==> src/design/gpr_params.svh <==
`ifndef GPR_PARAMS_SVH
`define GPR_PARAMS_SVH

// Register offsets within configuration function 0.
`define GPR_IN_OFS   8'hAC
`define GPR_OUT_OFS  8'hAE
// Only configuration function 0 maps these registers.
`define GPR_FUNC0    3'h0
// Reset value of the output value bits.
`define GPR_OUT_RST  5'h00
// Reset value of the synchroniser and level flops.
`define GPR_SYNC_RST 5'h00
// Value of the reserved bits 15 to 5.
`define GPR_RESERVED_BITS_VAL 11'h000

`endif

==> src/design/gpr_pkg.sv <==
`default_nettype none

package gpr_pkg;

  // One configuration access, held for one cycle with req high.
  typedef struct packed {
    logic        req;
    logic        wr;
    logic [2:0]  func;
    logic [7:0]  offset;
    logic [1:0]  be;
    logic [15:0] wdata;
  } gpr_cfg_req_t;

  // Answer one cycle after the request.
  typedef struct packed {
    logic        ack;
    logic [15:0] rdata;
  } gpr_cfg_rsp_t;

endpackage : gpr_pkg

`default_nettype wire

==> src/design/gpr_sync.sv <==
`default_nettype none
`include "gpr_params.svh"

module gpr_sync (
  input  wire logic       clk,
  input  wire logic       rst_b,
  input  wire logic [4:0] pin_in,
  output logic      [4:0] level_q
);

  logic [4:0] s1_q;
  logic [4:0] s2_q;
  logic [4:0] s3_q;

  genvar k;
  generate
    for (k = 0; k < 5; k++) begin : g_bit
      // Three flops; the level follows once the last two agree.
      always_ff @(posedge clk or negedge rst_b) begin
        if (!rst_b) begin
          s1_q[k]    <= 1'b0;
          s2_q[k]    <= 1'b0;
          s3_q[k]    <= 1'b0;
          level_q[k] <= 1'b0;
        end else begin
          s1_q[k] <= pin_in[k];
          s2_q[k] <= s1_q[k];
          s3_q[k] <= s2_q[k];
          if (s2_q[k] == s3_q[k]) begin
            level_q[k] <= s3_q[k];
          end
        end
      end
    end
  endgenerate

  a_sync_agree: assert property (@(posedge clk) disable iff (!rst_b)
    $changed(level_q) |-> ($past(s2_q) == $past(s3_q))
      && (level_q == $past(s3_q)))
    else $error("Input level changed without agreeing stages.");

endmodule : gpr_sync

`default_nettype wire

==> src/design/gpr_regs.sv <==
`default_nettype none
`include "gpr_params.svh"

// What this block does
// - Read-only input register at ACh, function 0.
// - Bits 4..0 map terminals 5,4,2,1,0.
// - Input register writes ignored, no stored state.
// - Bits 15..5 read zero, ignore writes.
// - Output register at AEh resets to zero.
// - Output bits drive terminals when selected.
// - Output reads return last written values.
module gpr_regs (
  input  wire logic                  clk,
  input  wire logic                  rst_b,
  input  wire gpr_pkg::gpr_cfg_req_t cfg_req,
  output var  gpr_pkg::gpr_cfg_rsp_t cfg_rsp_q,
  input  wire logic [6:0]            terminal_in,
  input  wire logic [4:0]            gpo_select,
  output logic      [6:0]            terminal_out_q,
  output logic      [6:0]            terminal_oe_q
);

  logic [4:0]            in_level;
  logic [4:0]            out_q;
  logic                  hit_func0;
  logic                  hit_in;
  logic                  hit_out;
  logic                  rd_in;
  logic                  rd_out;
  logic                  wr_out;
  logic                  wrote_q;
  gpr_pkg::gpr_cfg_rsp_t rsp_d;
  wire logic [6:0]       term_val;
  wire logic [6:0]       term_sel;

  gpr_sync u_sync (
    .clk     (clk),
    .rst_b   (rst_b),
    .pin_in  ({terminal_in[5:4], terminal_in[2:0]}),
    .level_q (in_level)
  );

  // Address decode; other functions see an empty space.
  assign hit_func0 = cfg_req.req && (cfg_req.func == `GPR_FUNC0);
  assign hit_in    = hit_func0
                     && ({cfg_req.offset[7:1], 1'b0} == `GPR_IN_OFS);
  assign hit_out   = hit_func0
                     && ({cfg_req.offset[7:1], 1'b0} == `GPR_OUT_OFS);
  assign rd_in     = hit_in && !cfg_req.wr;
  assign rd_out    = hit_out && !cfg_req.wr;
  assign wr_out    = hit_out && cfg_req.wr && cfg_req.be[0];

  // Output value bits; only the low byte lane carries them.
  always_ff @(posedge clk or negedge rst_b) begin
    if (!rst_b) begin
      out_q <= `GPR_OUT_RST;
    end else if (hit_out && cfg_req.wr && cfg_req.be[0]) begin
      out_q <= cfg_req.wdata[4:0];
    end
  end

  // Read answer, formed here and registered on the next edge.
  always_comb begin
    rsp_d     = '0;
    rsp_d.ack = cfg_req.req;
    if (rd_in) begin
      rsp_d.rdata = {`GPR_RESERVED_BITS_VAL, in_level};
    end else if (rd_out) begin
      rsp_d.rdata = {`GPR_RESERVED_BITS_VAL, out_q};
    end
  end

  always_ff @(posedge clk or negedge rst_b) begin
    if (!rst_b) begin
      cfg_rsp_q <= '0;
    end else begin
      cfg_rsp_q <= rsp_d;
    end
  end

  // Terminals 3 and 6 carry no output bit and are never driven here.
  assign term_val[3] = 1'b0;
  assign term_val[6] = 1'b0;
  assign term_sel[3] = 1'b0;
  assign term_sel[6] = 1'b0;

  genvar k;
  generate
    for (k = 0; k < 5; k++) begin : g_term
      localparam int term_idx = (k < 3) ? k : k + 1;
      assign term_val[term_idx] = out_q[k];
      assign term_sel[term_idx] = gpo_select[k];

      a_term_drive: assert property (@(posedge clk) disable iff (!rst_b)
        1'b1 |=> terminal_oe_q[term_idx] == $past(gpo_select[k])
          && terminal_out_q[term_idx] == $past(out_q[k]))
        else $error("Terminal drive does not follow its output bit.");
    end
  endgenerate

  always_ff @(posedge clk or negedge rst_b) begin
    if (!rst_b) begin
      terminal_out_q <= 7'h00;
      terminal_oe_q  <= 7'h00;
    end else begin
      terminal_out_q <= term_val;
      terminal_oe_q  <= term_sel;
    end
  end

  // Helper for the reset check.
  always_ff @(posedge clk or negedge rst_b) begin
    if (!rst_b) begin
      wrote_q <= 1'b0;
    end else if (hit_out && cfg_req.wr && cfg_req.be[0]) begin
      wrote_q <= 1'b1;
    end
  end

  a_in_readback: assert property (@(posedge clk) disable iff (!rst_b)
    hit_in && !cfg_req.wr |=> cfg_rsp_q.ack
      && cfg_rsp_q.rdata == {11'h000, $past(in_level)})
    else $error("Input register read returned wrong data.");

  a_in_nowrite: assert property (@(posedge clk) disable iff (!rst_b)
    hit_in && cfg_req.wr |=> $stable(out_q))
    else $error("Input register write changed state.");

  a_reserved_bits_zero: assert property (@(posedge clk) disable iff (!rst_b)
    cfg_rsp_q.ack |-> cfg_rsp_q.rdata[15:5] == 11'h000)
    else $error("Reserved bits read nonzero.");

  a_out_reset: assert property (@(posedge clk) disable iff (!rst_b)
    !wrote_q |-> out_q == 5'h00)
    else $error("Output register left reset value unwritten.");

  a_out_pins: assert property (@(posedge clk) disable iff (!rst_b)
    1'b1 |=> terminal_out_q == {1'b0, $past(out_q[4:3]), 1'b0,
      $past(out_q[2:0])} && terminal_oe_q[3] == 1'b0
      && terminal_oe_q[5] == $past(gpo_select[4]))
    else $error("Terminal drive does not follow output value.");

  a_out_write: assert property (@(posedge clk) disable iff (!rst_b)
    hit_out && cfg_req.wr && cfg_req.be[0]
      |=> out_q == $past(cfg_req.wdata[4:0]))
    else $error("Output register write not stored.");

  a_out_readback: assert property (@(posedge clk) disable iff (!rst_b)
    hit_out && !cfg_req.wr |=> cfg_rsp_q.rdata == {11'h000, $past(out_q)})
    else $error("Output register read wrong.");

  a_func_other: assert property (@(posedge clk) disable iff (!rst_b)
    cfg_req.req && cfg_req.func != 3'h0
      |=> cfg_rsp_q.ack && cfg_rsp_q.rdata == 16'h0000 && $stable(out_q))
    else $error("Access outside function 0 had an effect.");

  // Checks on the register answer and the function decode.
  a_ack_follow: assert property (@(posedge clk) disable iff (!rst_b)
    cfg_rsp_q.ack == $past(cfg_req.req))
    else $error("Answer did not follow the request by one cycle.");

  a_rdata_idle: assert property (@(posedge clk) disable iff (!rst_b)
    !cfg_rsp_q.ack |-> cfg_rsp_q.rdata == 16'h0000)
    else $error("Read data not zero outside an answer.");

  a_unmapped_zero: assert property (@(posedge clk) disable iff (!rst_b)
    hit_func0 && !hit_in && !hit_out
      |=> cfg_rsp_q.ack && cfg_rsp_q.rdata == 16'h0000)
    else $error("Unmapped offset returned data.");

  a_write_zero: assert property (@(posedge clk) disable iff (!rst_b)
    cfg_req.req && cfg_req.wr |=> cfg_rsp_q.rdata == 16'h0000)
    else $error("Write answered with read data.");

  a_in_write_ack: assert property (@(posedge clk) disable iff (!rst_b)
    hit_in && cfg_req.wr |=> cfg_rsp_q.ack)
    else $error("Input register write not answered.");

  a_func_decode: assert property (@(posedge clk) disable iff (!rst_b)
    cfg_req.req && cfg_req.func != `GPR_FUNC0 |-> !hit_in && !hit_out)
    else $error("Register decoded outside function 0.");

  // Checks on the output register and the terminals.
  a_be_guard: assert property (@(posedge clk) disable iff (!rst_b)
    hit_out && cfg_req.wr && !cfg_req.be[0] |=> $stable(out_q))
    else $error("Write without the low byte lane changed output bits.");

  a_out_hold: assert property (@(posedge clk) disable iff (!rst_b)
    !wr_out |=> $stable(out_q))
    else $error("Output bits changed without a write.");

  a_out_rst_pins: assert property (@(posedge clk) disable iff (!rst_b)
    !wrote_q |-> terminal_out_q == 7'h00)
    else $error("Terminal values left reset before a write.");

  a_oe_map: assert property (@(posedge clk) disable iff (!rst_b)
    1'b1 |=> terminal_oe_q == {1'b0, $past(gpo_select[4:3]), 1'b0,
      $past(gpo_select[2:0])})
    else $error("Terminal enables do not follow the selection.");

  a_sel_off: assert property (@(posedge clk) disable iff (!rst_b)
    gpo_select == 5'h00 |=> terminal_oe_q == 7'h00)
    else $error("Terminal driven while no output was selected.");

  a_term_idle: assert property (@(posedge clk) disable iff (!rst_b)
    terminal_oe_q[6] == 1'b0 && terminal_out_q[3] == 1'b0
      && terminal_out_q[6] == 1'b0)
    else $error("Unused terminal driven.");

  // Scenario covers.
  c_in_read: cover property (@(posedge clk) disable iff (!rst_b)
    hit_in && !cfg_req.wr ##1 cfg_rsp_q.rdata[4:0] != 5'h00);
  c_out_write: cover property (@(posedge clk) disable iff (!rst_b)
    hit_out && cfg_req.wr && cfg_req.wdata[4:0] == 5'h1f);
  c_func_other: cover property (@(posedge clk) disable iff (!rst_b)
    cfg_req.req && cfg_req.func == 3'h1 && cfg_req.wr);
  c_be_high: cover property (@(posedge clk) disable iff (!rst_b)
    hit_out && cfg_req.wr && !cfg_req.be[0]);
  c_loopback: cover property (@(posedge clk) disable iff (!rst_b)
    rd_in && (terminal_oe_q != 7'h00));

endmodule : gpr_regs

`default_nettype wire

==> config.mk <==
export PLATFORM = sky130hd
export DESIGN_NAME = gpr_regs
export DESIGN_NICKNAME = d
export VERILOG_FILES = /design/src/design/gpr_pkg.sv /design/src/design/gpr_sync.sv /design/src/design/gpr_regs.sv
export VERILOG_INCLUDE_DIRS = /design/src /design/src/design
export SDC_FILE = /design/constraint.sdc
export NUM_CORES = 1
export LEC_CHECK = 0
export ABC_AREA = 1
export BUFFER_PORTS_ARGS = -buffer_cell sky130_fd_sc_hd__buf_2
export CORE_UTILIZATION = 45
export DETAILED_ROUTE_END_ITERATION = 8
export PLACE_DENSITY = 0.78
export SETUP_SLACK_MARGIN = 0.4
export SLEW_MARGIN = 20
export SYNTH_ARGS = -nofsm -noshare
export SYNTH_HDL_FRONTEND = slang
export SYNTH_SLANG_ARGS = --single-unit
export TNS_END_PERCENT = 10
==> constraint.sdc <==
create_clock -name clk -period 0.9 [get_ports clk]
set_input_delay 0.135 -clock clk [delete_from_list [all_inputs] [get_ports clk]]
set_output_delay 0.135 -clock clk [all_outputs]
set_load 0.01 [all_outputs]
==> impl_summary.log <==
INFO  metric critical_path_buf_inv_count = 1
INFO  metric grt_pass1_wl = 4090 um
INFO  metric ant_nets = 0
INFO  metric fin_setup_tns = -1.12 ns
INFO  metric first_global_vias = between 900 and 1000
INFO  metric violations = hold timing, setup timing
INFO  metric avgSynthCellArea = 11.9 um^2
INFO  metric fp.dieArea = 3770 um^2
INFO  metric syn_inst = approximately 130
INFO  metric finalHoldViolations = 46
INFO  metric worst_slack = -0.0910 ns
INFO  metric dr.pass1.iters = 4
INFO  metric min_period_over_period = 110%
INFO  metric rsz0062_at_grt = yes
INFO  metric maxClockFrequency = 1010 MHz
INFO  metric gpl.final_weighted_congestion = 0.790
INFO  metric synth.ff_latch_count = 41
INFO  metric clk-insertion-delay-late = 0.33 ns
INFO  metric grt_remaining_overflow = 0
INFO  metric vias = 1042
INFO  metric clock_tree_from_tritoncts = done
INFO  metric worstSetupStartpointType = flop
INFO  metric timing.critical_path.from = cfg_rsp_q[1]
INFO  metric synth_flop_cell = sky130_fd_sc_hd__dfrtp_1
INFO  metric final.min_clock_period = 0.991 ns
INFO  metric p_leak = between 1 and 1.5 nW
INFO  metric cts_root_buf = sky130_fd_sc_hd__clkbuf_4
INFO  metric die_height = 61.4 um
INFO  metric cp_max_fo = 1
INFO  metric routed_wl = 2420 um
INFO  metric grt_max_degree = 22
INFO  metric routed_via_density = between 4 and 5
INFO  metric n_antenna_cell = 0
INFO  metric rr_worst_depth = 1
INFO  metric synth_enable_flop_cells = 0
INFO  metric drv_cap = 0
INFO  metric place.detailed.hpwl = 1860 um
INFO  metric netlist_top_cells_area = sky130_fd_sc_hd__dfrtp_1 65%, sky130_fd_sc_hd__buf_4 7.1%, sky130_fd_sc_hd__nand2_1 6.4%
INFO  metric peakVddDrop = 1070 uV
INFO  metric post_cts_repair_setup_buffers = 0
INFO  metric io_buffers = 45
INFO  metric slew_violations = 0
INFO  metric critPathTopFamily = flip-flops
INFO  metric synth_commonest_cells = 41 x sky130_fd_sc_hd__dfrtp_1, 27 x sky130_fd_sc_hd__nand2_1, 15 x sky130_fd_sc_hd__buf_4
INFO  metric timing_worst_setup_path_type = reg2out
INFO  metric post-synth-top-area-fraction = 64.6%
INFO  metric path_depth = 1
INFO  metric syn-cell-area = 1590 um^2
INFO  metric worst_path_largest_cell_delay = 0.39 ns
INFO  metric htree_num_levels = 2
INFO  metric layout-area-overhead-vs-synth = 33.0%
INFO  metric synth_top_area_cell = sky130_fd_sc_hd__dfrtp_1
INFO  metric share_of_synthesized_registers_carrying_an_async_set_or_reset = 100%
INFO  metric initial_utilization = 47.2%
INFO  metric clock_path_buffers = 2
INFO  metric clock_sinks = a little over 40
INFO  metric tritoncts.num_buffers = 5
INFO  metric holdCritPathClass = in2async
INFO  metric layout-drive-gt1-share = 44.2%
INFO  metric fin_worst_hold_slack = -0.316 ns
INFO  metric crit-reg2reg-capture = u_sync.level_q[1]
INFO  metric chipWidth = 61.4 um
INFO  metric yosysMostFrequentCell = sky130_fd_sc_hd__dfrtp_1
INFO  metric endpoint_kind = output pin
INFO  metric instances_no_fill = 243
INFO  metric worst_setup_hold_path_clk_slew = roughly 0.11 ns
INFO  metric core_area = 3360 um^2
INFO  metric nets = 242
INFO  metric crit_arrival = between 0.8 and 0.9 ns
INFO  metric synth_cell_types = 18
INFO  metric routed_wire_length_per_instance = roughly 10 um
INFO  metric timing.reg2reg.setup_slack = 0.08 ns
INFO  metric critPathRequiredTime = 0.76 ns
INFO  metric dr.first_iter.drc_count = 29
INFO  metric placed_cells_incl_taps = 231
INFO  metric rows = 21
INFO  metric yosys_warnings = 0
INFO  metric grt_antenna_before_repair = 0
INFO  metric outcome = finished with violations
INFO  metric power_per_cell_area = 1590 nW/um^2
INFO  metric final-setup-viol-count = 16
INFO  metric skew = 0.00650 ns
INFO  metric overall_global_routing_usage = 15.8%
INFO  metric fin_total_pwr = between 3 and 4 mW
INFO  metric place_worst_setup_slack = -0.138 ns
INFO  metric r2r_start = u_sync.s2_q[1]
INFO  metric worstPathCellList = buf_2
INFO  metric cp_slowest_cell = sky130_fd_sc_hd__dfrtp_1
INFO  metric detail_route.drc_violations = 0
INFO  metric io_pins = 76
INFO  metric synth.yosys.seq_area_share = between 60% and 70%
[power by group]
group | internal (mW) | switching [mW]
Clock | 0.566 | 0.533
Sequential | 1.91 | 0.0322
Combinational | 0.150 | 0.170
[stage by stage]
step / util [%] / instance area, um^2 / hold slack [ns]
final: 62.8 / 2110 / -0.316
after global routing: 62.8 / 2110 / -0.336
after CTS: 60.0 / 2020 / -0.319
after detailed placement: 57.2 / 1920 / 0.0587
after global placement: 57.2 / 1920 / 0.0552
after floorplan: - / 1680 / -0.161
[worst max-delay path by stage]
stage                       end  slack [ns]
2_1_floorplan          out_q[0]        0.07
3_3_place_gp           out_q[2]       -0.13
3_5_place_dp           out_q[2]       -0.14
4_1_cts            cfg_rsp_q[1]       -0.11
5_1_grt        terminal_oe_q[4]       -0.15
6_report           cfg_rsp_q[1]       -0.09
[placed cells by master, fill, tap and decap left out, drive strengths merged]
cell type and instances:
buf 53, dfrtp 41, nand2 30, conb 15
nor2 15, inv 11, nand4 7, maj3 5
clkbuf 5, dlygate4sd3 5, nand3 4, clkinv 3
nand3b 1, and3 1, bufinv 1
[state kept, by name, indices dropped and copies added (netlist names)]
| name | cells |
|---|---|
| u_sync.level_q | 5 |
| out_q | 5 |
| u_sync.s3_q | 5 |
| cfg_rsp_q | 6 |
| u_sync.s1_q | 5 |
| terminal_out_q | 5 |
| terminal_oe_q | 5 |
| u_sync.s2_q | 5 |
[area by class of cell]
type	instances	area, um^2
clock buffers	5	37.5
flip-flops and latches	41	1030
repair buffers	58	390
multi-input cells	78	482
fillers	302	1250
well taps	46	57.6
clock inverters	2	35.0
inverters	13	83.8
[metal layers]
layer / track usage, % / part of all wire [%] / up-vias
met5: 0 / 0 / -
met4: 4.76 / 1.1 / 0
met3: 6.93 / 5.0 / 4
met2: 26.9 / 55 / 31
met1: 18.0 / 39 / 493
li1: - / - / 514
[kinds of logic (layout without fill, tap and decap cells)]
family,count (synthesis),count (layout),synth area share [%]
DFF,41,41,64.6
adders and majority gates,5,5,3.15
buffers and inverters,28,78,10.3
other,1,15,0.236
and+or+nand+nor,58,58,21.7
[timing repair]
item,CTS,global route
resized for setup,10,14
pin swaps,27,27
setup endpoints to repair,41,43
hold endpoints to repair,43,43
Power figures use the tool's default switching activity.
